## config.mk

```make
export PLATFORM = sky130hd
export DESIGN_NAME = flash_host_ctrl
export DESIGN_NICKNAME = d
export VERILOG_FILES = /design/src/design/flash_host_pkg.sv /design/src/design/flash_bus_cycle.sv /design/src/design/flash_host_ctrl.sv
export VERILOG_INCLUDE_DIRS = /design/src /design/src/design
export SDC_FILE = /design/constraint.sdc
export NUM_CORES = 1
export LEC_CHECK = 0
export BUFFER_PORTS_ARGS = -buffer_cell sky130_fd_sc_hd__clkbuf_2
export CAP_MARGIN = 20
export CORE_MARGIN = 3
export CORE_UTILIZATION = 50
export DETAILED_ROUTE_END_ITERATION = 16
export PLACE_DENSITY = 0.76
export SETUP_SLACK_MARGIN = 0.4
export SYNTH_ARGS = -nofsm -noshare
export SYNTH_HDL_FRONTEND = slang
export SYNTH_SLANG_ARGS = --single-unit
```

## constraint.sdc

```tcl
create_clock -name clk_i -period 3 [get_ports clk_i]
set_input_delay 0.45 -clock clk_i [delete_from_list [all_inputs] [get_ports clk_i]]
set_output_delay 0.45 -clock clk_i [all_outputs]
set_load 0.03 [all_outputs]
```

## src/design/flash_host_defs.svh

```systemverilog
// Constants for the parallel NOR flash status-polling controller.
// Assumes a 100 MHz clock and a 16-bit flash with 22 address bits.
`ifndef FLASH_HOST_DEFS_SVH
`define FLASH_HOST_DEFS_SVH

`define ADDR_W          22
`define DATA_W          16

// =====================================================================
// Timing
`define CLK_PERIOD_NS   10
`define RD_ACCESS_NS    70
`define WE_PULSE_NS     35
`define CYC_GAP_NS      20
`define SYNC_STAGES     2
`define RD_ACCESS_CYC   ((`RD_ACCESS_NS + `CLK_PERIOD_NS - 1) / `CLK_PERIOD_NS)
`define WE_PULSE_CYC    ((`WE_PULSE_NS + `CLK_PERIOD_NS - 1) / `CLK_PERIOD_NS)
`define CYC_GAP_CYC     ((`CYC_GAP_NS + `CLK_PERIOD_NS - 1) / `CLK_PERIOD_NS)
`define RD_PULSE_CYC    (`RD_ACCESS_CYC + `SYNC_STAGES)

// =====================================================================
// Flash status bits and commands
`define POLLING_BIT     7
`define TOGGLE_BIT_ONE  6
`define TIMEOUT_FLAG    5
`define TOGGLE_BIT_TWO  2
`define RESET_CMD       16'h00F0

// =====================================================================
// Register map (byte offsets) and fields
`define REG_CTRL        8'h00
`define REG_ADDR        8'h04
`define REG_WDATA       8'h08
`define REG_STATUS      8'h0C
`define REG_RDATA       8'h10
`define ST_BUSY         0
`define ST_DONE         1
`define ST_FAIL         2
`define ST_TIMEOUT      3
`define ST_TOG2         4

`endif

```

## src/design/flash_host_pkg.sv

```systemverilog
// Types shared by the flash status-polling controller.
// Assumes the constants header is compiled alongside.
`default_nettype none
package flash_host_pkg;

  typedef enum logic [2:0] {
    OP_NONE   = 3'h0,
    OP_WRITE  = 3'h1,
    OP_READ   = 3'h2,
    OP_TOGGLE = 3'h3,
    OP_DATA   = 3'h4,
    OP_RESET  = 3'h5,
    OP_ABORT  = 3'h7
  } op_t;

  typedef enum logic [6:0] {
    S_IDLE   = 7'h01,
    S_SINGLE = 7'h02,
    S_RD_A   = 7'h04,
    S_RD_B   = 7'h08,
    S_DPOLL  = 7'h10,
    S_FINAL  = 7'h20,
    S_RST    = 7'h40
  } ctrl_state_t;

  typedef enum logic [3:0] {
    C_IDLE  = 4'h1,
    C_SETUP = 4'h2,
    C_PULSE = 4'h4,
    C_HOLD  = 4'h8
  } cyc_state_t;

endpackage
`default_nettype wire

```

## src/design/flash_bus_cycle.sv

```systemverilog
// One flash bus cycle, read or write, on the chip select, output enable
// and write strobe pins. Assumes an asynchronous flash on the far side.
`timescale 1ns/1ns
`default_nettype none
`include "flash_host_defs.svh"

module flash_bus_cycle
  import flash_host_pkg::*;
(
  input  wire logic                 clk_i,
  input  wire logic                 rst_i,
  input  wire logic                 start_i,
  input  wire logic                 write_i,
  input  wire logic [`ADDR_W-1:0]   addr_i,
  input  wire logic [`DATA_W-1:0]   wdata_i,
  output logic                      done_o,
  output logic [`DATA_W-1:0]        rdata_o,
  output logic                      ce_n_o,
  output logic                      oe_n_o,
  output logic                      we_n_o,
  output logic [`ADDR_W-1:0]        addr_o,
  output logic [`DATA_W-1:0]        dq_o,
  output logic                      dq_oe_o,
  input  wire logic [`DATA_W-1:0]   dq_i
);

  cyc_state_t           state, next_state;
  logic [3:0]           cnt, next_cnt;
  logic                 is_wr, next_is_wr;
  logic                 next_done, next_ce_n, next_oe_n, next_we_n, next_dq_oe;
  logic [`ADDR_W-1:0]   next_addr;
  logic [`DATA_W-1:0]   next_dq, next_rdata;
  logic [`DATA_W-1:0]   dq_s1, dq_s2;

  // =====================================================================
  // Next-state logic
  always_comb begin
    next_state = state;
    next_cnt   = cnt;
    next_is_wr = is_wr;
    next_done  = 1'b0;
    next_ce_n  = ce_n_o;
    next_oe_n  = oe_n_o;
    next_we_n  = we_n_o;
    next_dq_oe = dq_oe_o;
    next_addr  = addr_o;
    next_dq    = dq_o;
    next_rdata = rdata_o;
    unique case (state)
      C_IDLE: begin
        if (start_i) begin
          next_state = C_SETUP;
          next_is_wr = write_i;
          next_addr  = addr_i;
          next_dq    = wdata_i;
          next_dq_oe = write_i;
          next_ce_n  = 1'b0;
        end
      end
      C_SETUP: begin
        next_state = C_PULSE;
        next_oe_n  = is_wr;
        next_we_n  = !is_wr;
        next_cnt   = is_wr ? 4'(`WE_PULSE_CYC - 1) : 4'(`RD_PULSE_CYC - 1);
      end
      C_PULSE: begin
        if (cnt == 4'h0) begin
          // Write data latched by the flash on this strobe's rising edge
          next_state = C_HOLD;
          next_oe_n  = 1'b1;
          next_we_n  = 1'b1;
          next_cnt   = 4'(`CYC_GAP_CYC - 1);
          if (!is_wr) begin
            next_rdata = dq_s2;
            next_ce_n  = 1'b1;
          end
        end else begin
          next_cnt = cnt - 4'h1;
        end
      end
      C_HOLD: begin
        // Every read ends with the strobes high, so the flash sees a fresh read cycle
        next_ce_n  = 1'b1;
        next_dq_oe = 1'b0;
        if (cnt == 4'h0) begin
          next_state = C_IDLE;
          next_done  = 1'b1;
        end else begin
          next_cnt = cnt - 4'h1;
        end
      end
    endcase
  end

  // =====================================================================
  // Registers
  always_ff @(posedge clk_i) begin
    dq_s1 <= dq_i;
    dq_s2 <= dq_s1;
    if (rst_i) begin
      state   <= C_IDLE;
      cnt     <= 4'h0;
      is_wr   <= 1'b0;
      done_o  <= 1'b0;
      ce_n_o  <= 1'b1;
      oe_n_o  <= 1'b1;
      we_n_o  <= 1'b1;
      dq_oe_o <= 1'b0;
      addr_o  <= '0;
      dq_o    <= '0;
      rdata_o <= '0;
    end else begin
      state   <= next_state;
      cnt     <= next_cnt;
      is_wr   <= next_is_wr;
      done_o  <= next_done;
      ce_n_o  <= next_ce_n;
      oe_n_o  <= next_oe_n;
      we_n_o  <= next_we_n;
      dq_oe_o <= next_dq_oe;
      addr_o  <= next_addr;
      dq_o    <= next_dq;
      rdata_o <= next_rdata;
    end
  end

endmodule
`default_nettype wire

```

## src/design/flash_host_ctrl.sv

```systemverilog
// Flash status-polling controller: software registers over classic
// Wishbone, flash pins driven through one bus-cycle engine.
// Assumes a parallel NOR flash on the pins and a Wishbone master.
//
// Design decisions made here: register access over Wishbone and the placing of the registers.
`timescale 1ns/1ns
`default_nettype none
`include "flash_host_defs.svh"

module flash_host_ctrl
  import flash_host_pkg::*;
(
  input  wire logic                 clk_i,
  input  wire logic                 rst_i,
  input  wire logic                 wb_cyc_i,
  input  wire logic                 wb_stb_i,
  input  wire logic                 wb_we_i,
  input  wire logic [7:0]           wb_adr_i,
  input  wire logic [3:0]           wb_sel_i,
  input  wire logic [31:0]          wb_dat_i,
  output logic [31:0]               wb_dat_o,
  output logic                      wb_ack_o,
  output logic                      flash_ce_n_o,
  output logic                      flash_oe_n_o,
  output logic                      flash_we_n_o,
  output logic [`ADDR_W-1:0]        flash_addr_o,
  output logic [`DATA_W-1:0]        flash_dq_o,
  output logic                      flash_dq_oe_o,
  input  wire logic [`DATA_W-1:0]   flash_dq_i
);

  ctrl_state_t          state, next_state;
  logic [`ADDR_W-1:0]   op_addr, next_op_addr;
  logic [`DATA_W-1:0]   op_wdata, next_op_wdata;
  logic [`DATA_W-1:0]   first_val, next_first_val;
  logic [`DATA_W-1:0]   rdata, next_rdata;
  logic                 recheck, next_recheck;
  logic                 done_f, next_done_f;
  logic                 fail_f, next_fail_f;
  logic                 tmo_f, next_tmo_f;
  logic                 tog2_f, next_tog2_f;
  logic                 cyc_start, next_cyc_start;
  logic                 cyc_we, next_cyc_we;
  logic [`ADDR_W-1:0]   cyc_addr, next_cyc_addr;
  logic [`DATA_W-1:0]   cyc_data, next_cyc_data;
  logic                 next_ack;
  logic [31:0]          next_dat_o;
  logic                 eng_done;
  logic [`DATA_W-1:0]   eng_rdata;
  logic                 bus_wr, ctrl_wr;
  op_t                  op;

  assign bus_wr  = wb_cyc_i && wb_stb_i && wb_we_i && !wb_ack_o;
  assign ctrl_wr = bus_wr && (wb_adr_i == `REG_CTRL) && wb_sel_i[0];
  assign op      = op_t'(wb_dat_i[2:0]);

  // =====================================================================
  // Bus-cycle engine
  flash_bus_cycle u_cycle (
    .clk_i   (clk_i),
    .rst_i   (rst_i),
    .start_i (cyc_start),
    .write_i (cyc_we),
    .addr_i  (cyc_addr),
    .wdata_i (cyc_data),
    .done_o  (eng_done),
    .rdata_o (eng_rdata),
    .ce_n_o  (flash_ce_n_o),
    .oe_n_o  (flash_oe_n_o),
    .we_n_o  (flash_we_n_o),
    .addr_o  (flash_addr_o),
    .dq_o    (flash_dq_o),
    .dq_oe_o (flash_dq_oe_o),
    .dq_i    (flash_dq_i)
  );

  // =====================================================================
  // Next-state logic
  always_comb begin
    next_state     = state;
    next_op_addr   = op_addr;
    next_op_wdata  = op_wdata;
    next_first_val = first_val;
    next_rdata     = rdata;
    next_recheck   = recheck;
    next_done_f    = done_f;
    next_fail_f    = fail_f;
    next_tmo_f     = tmo_f;
    next_tog2_f    = tog2_f;
    next_cyc_start = 1'b0;
    next_cyc_we    = cyc_we;
    next_cyc_addr  = cyc_addr;
    next_cyc_data  = cyc_data;
    next_ack       = wb_cyc_i && wb_stb_i && !wb_ack_o;
    next_dat_o     = 32'h0000_0000;

    // Register reads
    if (wb_cyc_i && wb_stb_i && !wb_we_i && !wb_ack_o) begin
      unique case (wb_adr_i)
        `REG_ADDR:   next_dat_o = 32'(op_addr);
        `REG_WDATA:  next_dat_o = 32'(op_wdata);
        `REG_RDATA:  next_dat_o = 32'(rdata);
        `REG_STATUS: next_dat_o = 32'({tog2_f, tmo_f, fail_f, done_f, state != S_IDLE});
        default:     next_dat_o = 32'h0000_0000;
      endcase
    end

    // Parameter registers, byte lanes honoured, writable only while idle
    if (bus_wr && state == S_IDLE) begin
      for (int b = 0; b < 2; b++) begin
        if (wb_sel_i[b] && wb_adr_i == `REG_ADDR)
          next_op_addr[b*8 +: 8] = wb_dat_i[b*8 +: 8];
      end
      if (wb_adr_i == `REG_ADDR && wb_sel_i[2])
        next_op_addr[`ADDR_W-1:16] = wb_dat_i[`ADDR_W-1:16];
      for (int b = 0; b < 2; b++) begin
        if (wb_sel_i[b] && wb_adr_i == `REG_WDATA)
          next_op_wdata[b*8 +: 8] = wb_dat_i[b*8 +: 8];
      end
    end

    unique case (state)
      S_IDLE: begin
        if (ctrl_wr && op != OP_NONE && op != OP_ABORT) begin
          next_done_f    = 1'b0;
          next_fail_f    = 1'b0;
          next_tmo_f     = 1'b0;
          next_recheck   = 1'b0;
          next_cyc_start = 1'b1;
          next_cyc_addr  = op_addr;
          next_cyc_we    = (op == OP_WRITE) || (op == OP_RESET);
          next_cyc_data  = (op == OP_RESET) ? `RESET_CMD : op_wdata;
          unique case (op)
            OP_TOGGLE: next_state = S_RD_A;
            OP_DATA:   next_state = S_DPOLL;
            default:   next_state = S_SINGLE;
          endcase
        end
      end
      S_SINGLE: begin
        if (eng_done) begin
          if (!cyc_we)
            next_rdata = eng_rdata;
          next_done_f = 1'b1;
          next_state  = S_IDLE;
        end
      end
      S_RD_A: begin
        if (eng_done) begin
          next_first_val = eng_rdata;
          next_cyc_start = 1'b1;
          next_state     = S_RD_B;
        end
      end
      S_RD_B: begin
        if (eng_done) begin
          next_rdata  = eng_rdata;
          // A settled pair is array data, so bit five is no flag then
          next_tmo_f  = tmo_f | (eng_rdata[`TIMEOUT_FLAG] &&
                                 first_val[`TOGGLE_BIT_ONE] != eng_rdata[`TOGGLE_BIT_ONE]);
          next_tog2_f = first_val[`TOGGLE_BIT_TWO] ^ eng_rdata[`TOGGLE_BIT_TWO];
          if (first_val[`TOGGLE_BIT_ONE] == eng_rdata[`TOGGLE_BIT_ONE]) begin
            next_done_f = 1'b1;
            next_state  = S_IDLE;
          end else if (recheck) begin
            next_fail_f    = 1'b1;
            next_cyc_start = 1'b1;
            next_cyc_we    = 1'b1;
            next_cyc_data  = `RESET_CMD;
            next_state     = S_RST;
          end else begin
            // Timeout flag high: one more double read before giving up
            next_recheck   = eng_rdata[`TIMEOUT_FLAG];
            next_cyc_start = 1'b1;
            next_state     = S_RD_A;
          end
        end
      end
      S_DPOLL: begin
        if (eng_done) begin
          next_rdata = eng_rdata;
          next_tmo_f = tmo_f | (eng_rdata[`TIMEOUT_FLAG] &&
                                eng_rdata[`POLLING_BIT] != op_wdata[`POLLING_BIT]);
          next_cyc_start = 1'b1;
          if (eng_rdata[`POLLING_BIT] == op_wdata[`POLLING_BIT]) begin
            // Lower bits may still be status; take data from a later read
            next_state = S_FINAL;
          end else if (recheck) begin
            next_fail_f   = 1'b1;
            next_cyc_we   = 1'b1;
            next_cyc_data = `RESET_CMD;
            next_state    = S_RST;
          end else begin
            next_recheck = eng_rdata[`TIMEOUT_FLAG];
          end
        end
      end
      S_FINAL: begin
        if (eng_done) begin
          next_rdata  = eng_rdata;
          next_done_f = 1'b1;
          next_state  = S_IDLE;
        end
      end
      S_RST: begin
        if (eng_done) begin
          next_done_f = 1'b1;
          next_state  = S_IDLE;
        end
      end
    endcase

    // Abort lets the running cycle finish cleanly, then stops
    if (ctrl_wr && op == OP_ABORT && (state & (S_RD_A | S_RD_B | S_DPOLL | S_FINAL)) != 7'h00) begin
      // Engine already idle when its done pulse is here: no later pulse to wait for
      next_cyc_start = 1'b0;
      next_state     = eng_done ? S_IDLE : S_SINGLE;
      if (eng_done)
        next_done_f = 1'b1;
    end
  end

  // =====================================================================
  // Registers
  always_ff @(posedge clk_i) begin
    if (rst_i) begin
      state     <= S_IDLE;
      op_addr   <= '0;
      op_wdata  <= '0;
      first_val <= '0;
      rdata     <= '0;
      recheck   <= 1'b0;
      done_f    <= 1'b0;
      fail_f    <= 1'b0;
      tmo_f     <= 1'b0;
      tog2_f    <= 1'b0;
      cyc_start <= 1'b0;
      cyc_we    <= 1'b0;
      cyc_addr  <= '0;
      cyc_data  <= '0;
      wb_ack_o  <= 1'b0;
      wb_dat_o  <= 32'h0000_0000;
    end else begin
      state     <= next_state;
      op_addr   <= next_op_addr;
      op_wdata  <= next_op_wdata;
      first_val <= next_first_val;
      rdata     <= next_rdata;
      recheck   <= next_recheck;
      done_f    <= next_done_f;
      fail_f    <= next_fail_f;
      tmo_f     <= next_tmo_f;
      tog2_f    <= next_tog2_f;
      cyc_start <= next_cyc_start;
      cyc_we    <= next_cyc_we;
      cyc_addr  <= next_cyc_addr;
      cyc_data  <= next_cyc_data;
      wb_ack_o  <= next_ack;
      wb_dat_o  <= next_dat_o;
    end
  end

endmodule
`default_nettype wire

```

# [Word-level counts from Yosys, hierarchy flattened]
# Cells that the tools add are included.
[totals] romBits=0 elab_cells=222 latch_bits=0 ff_bits=246 in_bits=65 ramBits=0 n_memories=0 out_inout_bits=75
[classes] add_sub_neg=1 n_reduce_logical=59 shift=0 magnitude_cmp=0 n_eq_ne=45 n_mul=0 muxes=79 bitwise_logic=6 div=0
[op_table] op="16-bit 2-to-1 mux" n=10
[op_table] op="22-bit case mux with 4 select lines" n=1
[op_table] op="7-bit 2-to-1 mux" n=10
[op_table] op="16-bit case mux with 3 select lines" n=1
[op_table] op="1-bit 2-to-1 mux" n=35
[op_table] op="7-bit case mux with 5 select lines" n=1
[op_table] op="16-bit case mux with 2 select lines" n=1
[op_table] op="4-bit 2-to-1 mux" n=6
[op_table] op="2-bit AND reduction" n=12
[op_table] op="1-bit case mux with 3 select lines" n=7
[op_table] op="1-bit logical AND" n=20
[op_table] op="8-bit by 4-bit == test with 1-bit output (second input constant)" n=2
[op_table] op="4-bit case mux with 4 select lines" n=1
[op_table] op="2-bit by 1-bit inequality test with 1-bit output (second input constant)" n=7
[op_table] op="2-bit inequality test (second input constant)" n=6
[op_table] op="4-bit case mux with 3 select lines" n=1
[op_table] op="4-bit AND reduction" n=3
[op_table] op="6-bit AND reduction" n=2
[op_table] op="3-bit nonzero test" n=4
[op_table] op="5-bit case mux with 2 select lines" n=1
[op_table] op="3-bit == test (second input constant)" n=3
[op_table] op="3-bit by 2-bit inequality test with 1-bit output (second input constant)" n=3
[op_table] op="8-bit by 3-bit == test with 1-bit output (second input constant)" n=1
[op_table] op="8-bit by 5-bit == test with 1-bit output (second input constant)" n=1
[op_table] op="other kinds (34)" n=51

# [Logic depth before layout (Yosys ltp)]
[logic_depth] depth_word=11 ltp_mapped=9 mapped_depth_nobuf=7

# [Hierarchy]
# From an unflattened synthesis, not the netlist that was laid out.
[unflattened] hier_cells=976 area_unflattened_um2=8934.8
[by_module_without_submodules] module="flash_host_ctrl" seq_area_each_um2=2622.5 instances=1 cells_each=622 area_each_um2=5541.6
[by_module_without_submodules] module="flash_bus_cycle" seq_area_each_um2=2001.9 instances=1 cells_each=354 area_each_um2=3393.3

# [Worst setup path after synthesis]
# No wires, ideal clock.
[synth_timing] path_type="input to register" from="input wb_adr_i[7]" to="register cyc_addr[13]" required_time_ns=2.872 path_buffers=2 setup_slack_ns=0.454 cell_stages=7 arrival_time_ns=2.418 setup_ns=0.128 cell_sequence="or4_1 -> buf_2 -> or4_4 -> nor4_4 -> buf_6 -> mux2i_1 -> nor2_1"
[synth_between] elab_chain_cells=6
[synth_lines] element="from (decl)" line="flash_host_ctrl.sv:18" text="input wire logic [7:0] wb_adr_i,"
[synth_lines] element="8-bit logical NOT (no source line)"
[synth_lines] element="1-bit logical AND (2 in series)" line="flash_host_ctrl.sv:54" text="assign ctrl_wr = bus_wr && (wb_adr_i == `REG_CTRL) && wb_sel_i[0];"
[synth_lines] element="1-bit logical AND (2 in series)" line="flash_host_ctrl.sv:124" text="if (ctrl_wr && op != OP_NONE && op != OP_ABORT) begin"
[synth_lines] element="2-bit AND reduction (no source line)"
[synth_lines] element="to (signal assigned)" line="flash_host_ctrl.sv:256" text="cyc_addr <= next_cyc_addr;"
[synth_lines] element="to (decl)" line="flash_host_ctrl.sv:44" text="logic [`ADDR_W-1:0] cyc_addr, next_cyc_addr;"
# No other way between the ends.
# A chain may end at the register's enable or synchronous reset.

# [Worst setup path in the final report]
[layout_timing] from="register state[4]" to="register state[2]"
[layout_between] elab_chain_cells=4 elab_cells_between_ends=19 cone_classes="eq/ne: 13; mux: 2; reduce/logical: 4"
[layout_lines] element="from (decl)" line="flash_host_ctrl.sv:32" text="ctrl_state_t state, next_state;"
[layout_lines] element="from (signal assigned)" line="flash_host_ctrl.sv:244" text="state <= next_state;"
[layout_lines] element="7-bit == test, or another cell as far along" line="flash_host_ctrl.sv:122" text="unique case (state)"
[layout_lines] element="3-bit OR reduction (no source line) / 1-bit logical AND (equally long branches)"
[layout_lines] element="3-bit by 1-bit inequality test with 1-bit output (no source line), or another cell as far along"
[layout_lines] element="6-bit AND reduction (no source line) / 7-bit 2-to-1 mux (equally long branches)"
# Parallel ways exist; a longest one is shown, timed or not.

==> flow_summary.ini <==
[critical_path]
worst-path-max-fanout = 19
cp-start-kind = flip-flop
cp-end-kind = flip-flop
worstPathRequired_ps = 3390
crit_arrival_ps = 2780
critical_path_class = reg2reg

[global_routing]
antenna_found_initial = 0
grt_overflow = 0
grt_pass1_vias = 6515
grt_max_degree = 128
grt_use_total = 0.218
grt_pass1_wl_um = 33400

[die]
die_h_um = 138
initial_utilization = 0.518
rows = 47
ios = 140
core_area_um2 = 16800
die_area_um2 = 19000
die_x_um = 138

[sta]
maxSlewHeadroom = 0.446
hold_viol_final = 0
fin_crit_sh = 0.795
rsz0062_at_grt = false
hold_ws_ps = 40.8
tns_ps = 0
finalWorstSetupSlack_ps = 614
slew_violations = 0
max_freq_ghz = 0.419
min_period_ps = 2390
finalSetupViolCount = 0
fin_skew_ps = 8.63
worstMarginPinSlew_ps = 810

[clock_tree]
numClockSinks = 231
clock_latency_ps = 510
cts_tree = built
ctsLongestPathBuffers = 3
clk_pin_slew_worst_paths_ps = 60
holdBufCountCts = 0
h-tree-depth = 1
clock-root-buffer = clkbuf_16
cts_made_buffers = 24

[cells_and_area]
synthToLayoutAreaGrowth_pct = 18.9
fillers = 1463
stdcell_count = 1294
antenna_cells = 0
layout-drive-gt1-share = 0.191
nets = 1124

[placed_design]
io_buffers = 118
gp_congestion = 0.952
place_ws_ps = 296
dpl.hpwl_um = 14300
dp_cells = 1251

[logic_synthesis]
avgSynthCellArea_um2 = 9.04
async_reset_ff_frac = 0
synth_cells = 960
ys_seq_elements = 231
yosysTopAreaCellShare = 0.533
ys_types = 59
ys_warn_count = 0
synth-edff-count = 0
yosysSeqAreaShare = 0.533
syn_area_um2 = 8670
yosys_most_used_dff = dfxtp_1
synth_top_area_cell = dfxtp_1
synth_area_leaders = dfxtp_1 53%, nand2_1 8.4%, mux2i_1 6.9%

[drt]
avgViaCountPerCell = 5.57
drc = 0
antenna_left = 0
vias = 7206
dr.first_iter.drc_count = 743
routed_wl_um = 21300
drtPass1Iterations = 6
wl_per_cell_um = 16.4

[hold_path]
hold_path_class = in2reg

[power]
leakagePower_nw = 3.90
ir_drop_uv = 513
p_per_area_nw_per_um2 = 648

[flow_run]
drv_cap = 0

[outcome]
status = completed
registers in the layout, summed over array words and instances, names as in the netlist, 2 cells and up:
signal / count
u_cycle.dq_o: 16
u_cycle.cnt: 4
u_cycle.rdata_o: 16
u_cycle.dq_s2: 16
cyc_data: 16
cyc_addr: 22
op_addr: 22
u_cycle.addr_o: 22
u_cycle.dq_s1: 16
wb_dat_o: 22
u_cycle.state: 4
first_val: 2
state: 7
rdata: 16
op_wdata: 16
worst paths after layout:
check / from / to / slack [ps] / cells after the start
min: flash_dq_i[10] / u_cycle.dq_s1[10] / 40 / 1
max reg2reg: state[4] / state[2] / 610 / 5
min reg2reg: u_cycle.dq_s1[8] / u_cycle.dq_s2[8] / 330 / 0
max: state[4] / state[2] / 610 / 5
cells by family (layout without fill, tap and decap cells):
group	Yosys count	in the layout	synth area share
AOI/OAI and AO/OA	194	194	0.140
xor gates and xnor gates	10	10	0.0101
adders and majority gates	2	2	0.00288
buffers and inverters	89	194	0.0454
DFF	231	231	0.533
muxes	60	60	0.0692
other	1	10	0.000432
and+or+nand+nor	373	373	0.199
cell usage after synthesis, drive strengths merged (2+ instances only):
cell,count
nor2b,6
a211oi,5
a222oi,16
nand4b,2
inv,11
a21oi,106
nand2,193
o21a,4
mux2i,60
clkbuf,59
or2,2
o21ai,29
o221a,8
and3,14
xnor2,6
o31ai,3
or4,5
a22oi,3
and4,2
nor3,12
a2111oi,3
xor2,4
nor4b,4
or3,3
or3b,3
nand3,27
buf,19
a32o,2
nor2,74
nor3b,4
nor4,19
dfxtp,231
a21o,3
ha,2
layer usage:
| metal | GRT usage | wire length [um] | share of wire | vias up |
|---|---|---|---|---|
| li1 | - | - | - | 3519 |
| met1 | 0.313 | 9420 | 0.44 | 3379 |
| met2 | 0.337 | 9610 | 0.45 | 267 |
| met3 | 0.0325 | 1640 | 0.077 | 41 |
| met4 | 0.0730 | 575 | 0.027 | 0 |
| met5 | 0 | 0 | 0 | - |
critical path: stages (launching register included):
cell       delay, ps
dfxtp_1          720
xor2_1           250
a211oi_1         110
a2111oi_0        730
nor3_1           170
a32o_1           290
area by class of cell:
class	count	area, um^2	area share
clock inverters	12	199	0.0193
flip-flops and latches	231	4620	0.448
well taps	220	275	0.0267
multi-input cells	649	3730	0.361
repair buffers	140	783	0.0759
clock buffers	31	668	0.0648
inverters	11	41.3	0.00400
through the flow:
step | util | instance area, um^2 | power (mW)
after detailed placement | 0.563 | 9430 | 3.55
after global routing | 0.616 | 10300 | 6.91
after CTS | 0.615 | 10300 | 6.73
final | 0.616 | 10300 | 6.69
after floorplan | - | 8710 | 3.45
after global placement | 0.563 | 9430 | 3.54
what timing repair did:
| action | 4_1_cts | 5_1_grt |
|---|---|---|
| gates resized for setup | 2 | 1 |
| endpoints found under the setup margin | 6 | 1 |
| setup buffers | 0 | 0 |
layout by cell type, fill, tap and decap left out, types with 21 or more instances in the layout:
| cell type | synthesis | routed |
|---|---|---|
| dfxtp_1 | 231 | 231 |
| nand2_1 | 193 | 193 |
| clkbuf_2 | 0 | 117 |
| a21oi_1 | 106 | 105 |
| nor2_1 | 74 | 74 |
| mux2i_1 | 60 | 60 |
| nand3_1 | 27 | 27 |
| o21ai_0 | 27 | 27 |
| clkbuf_16 | 0 | 25 |
| buf_4 | 11 | 21 |
power by group:
| group | switching [mW] | total, mW | internal [mW] |
|---|---|---|---|
| Combinational | 0.207 | 0.337 | 0.130 |
| Clock | 1.19 | 3.20 | 2.01 |
| Sequential | 0.0382 | 3.16 | 3.12 |
| Total | 1.43 | 6.69 | 5.26 |
No activity file was read; power rests on OpenSTA's default activity.
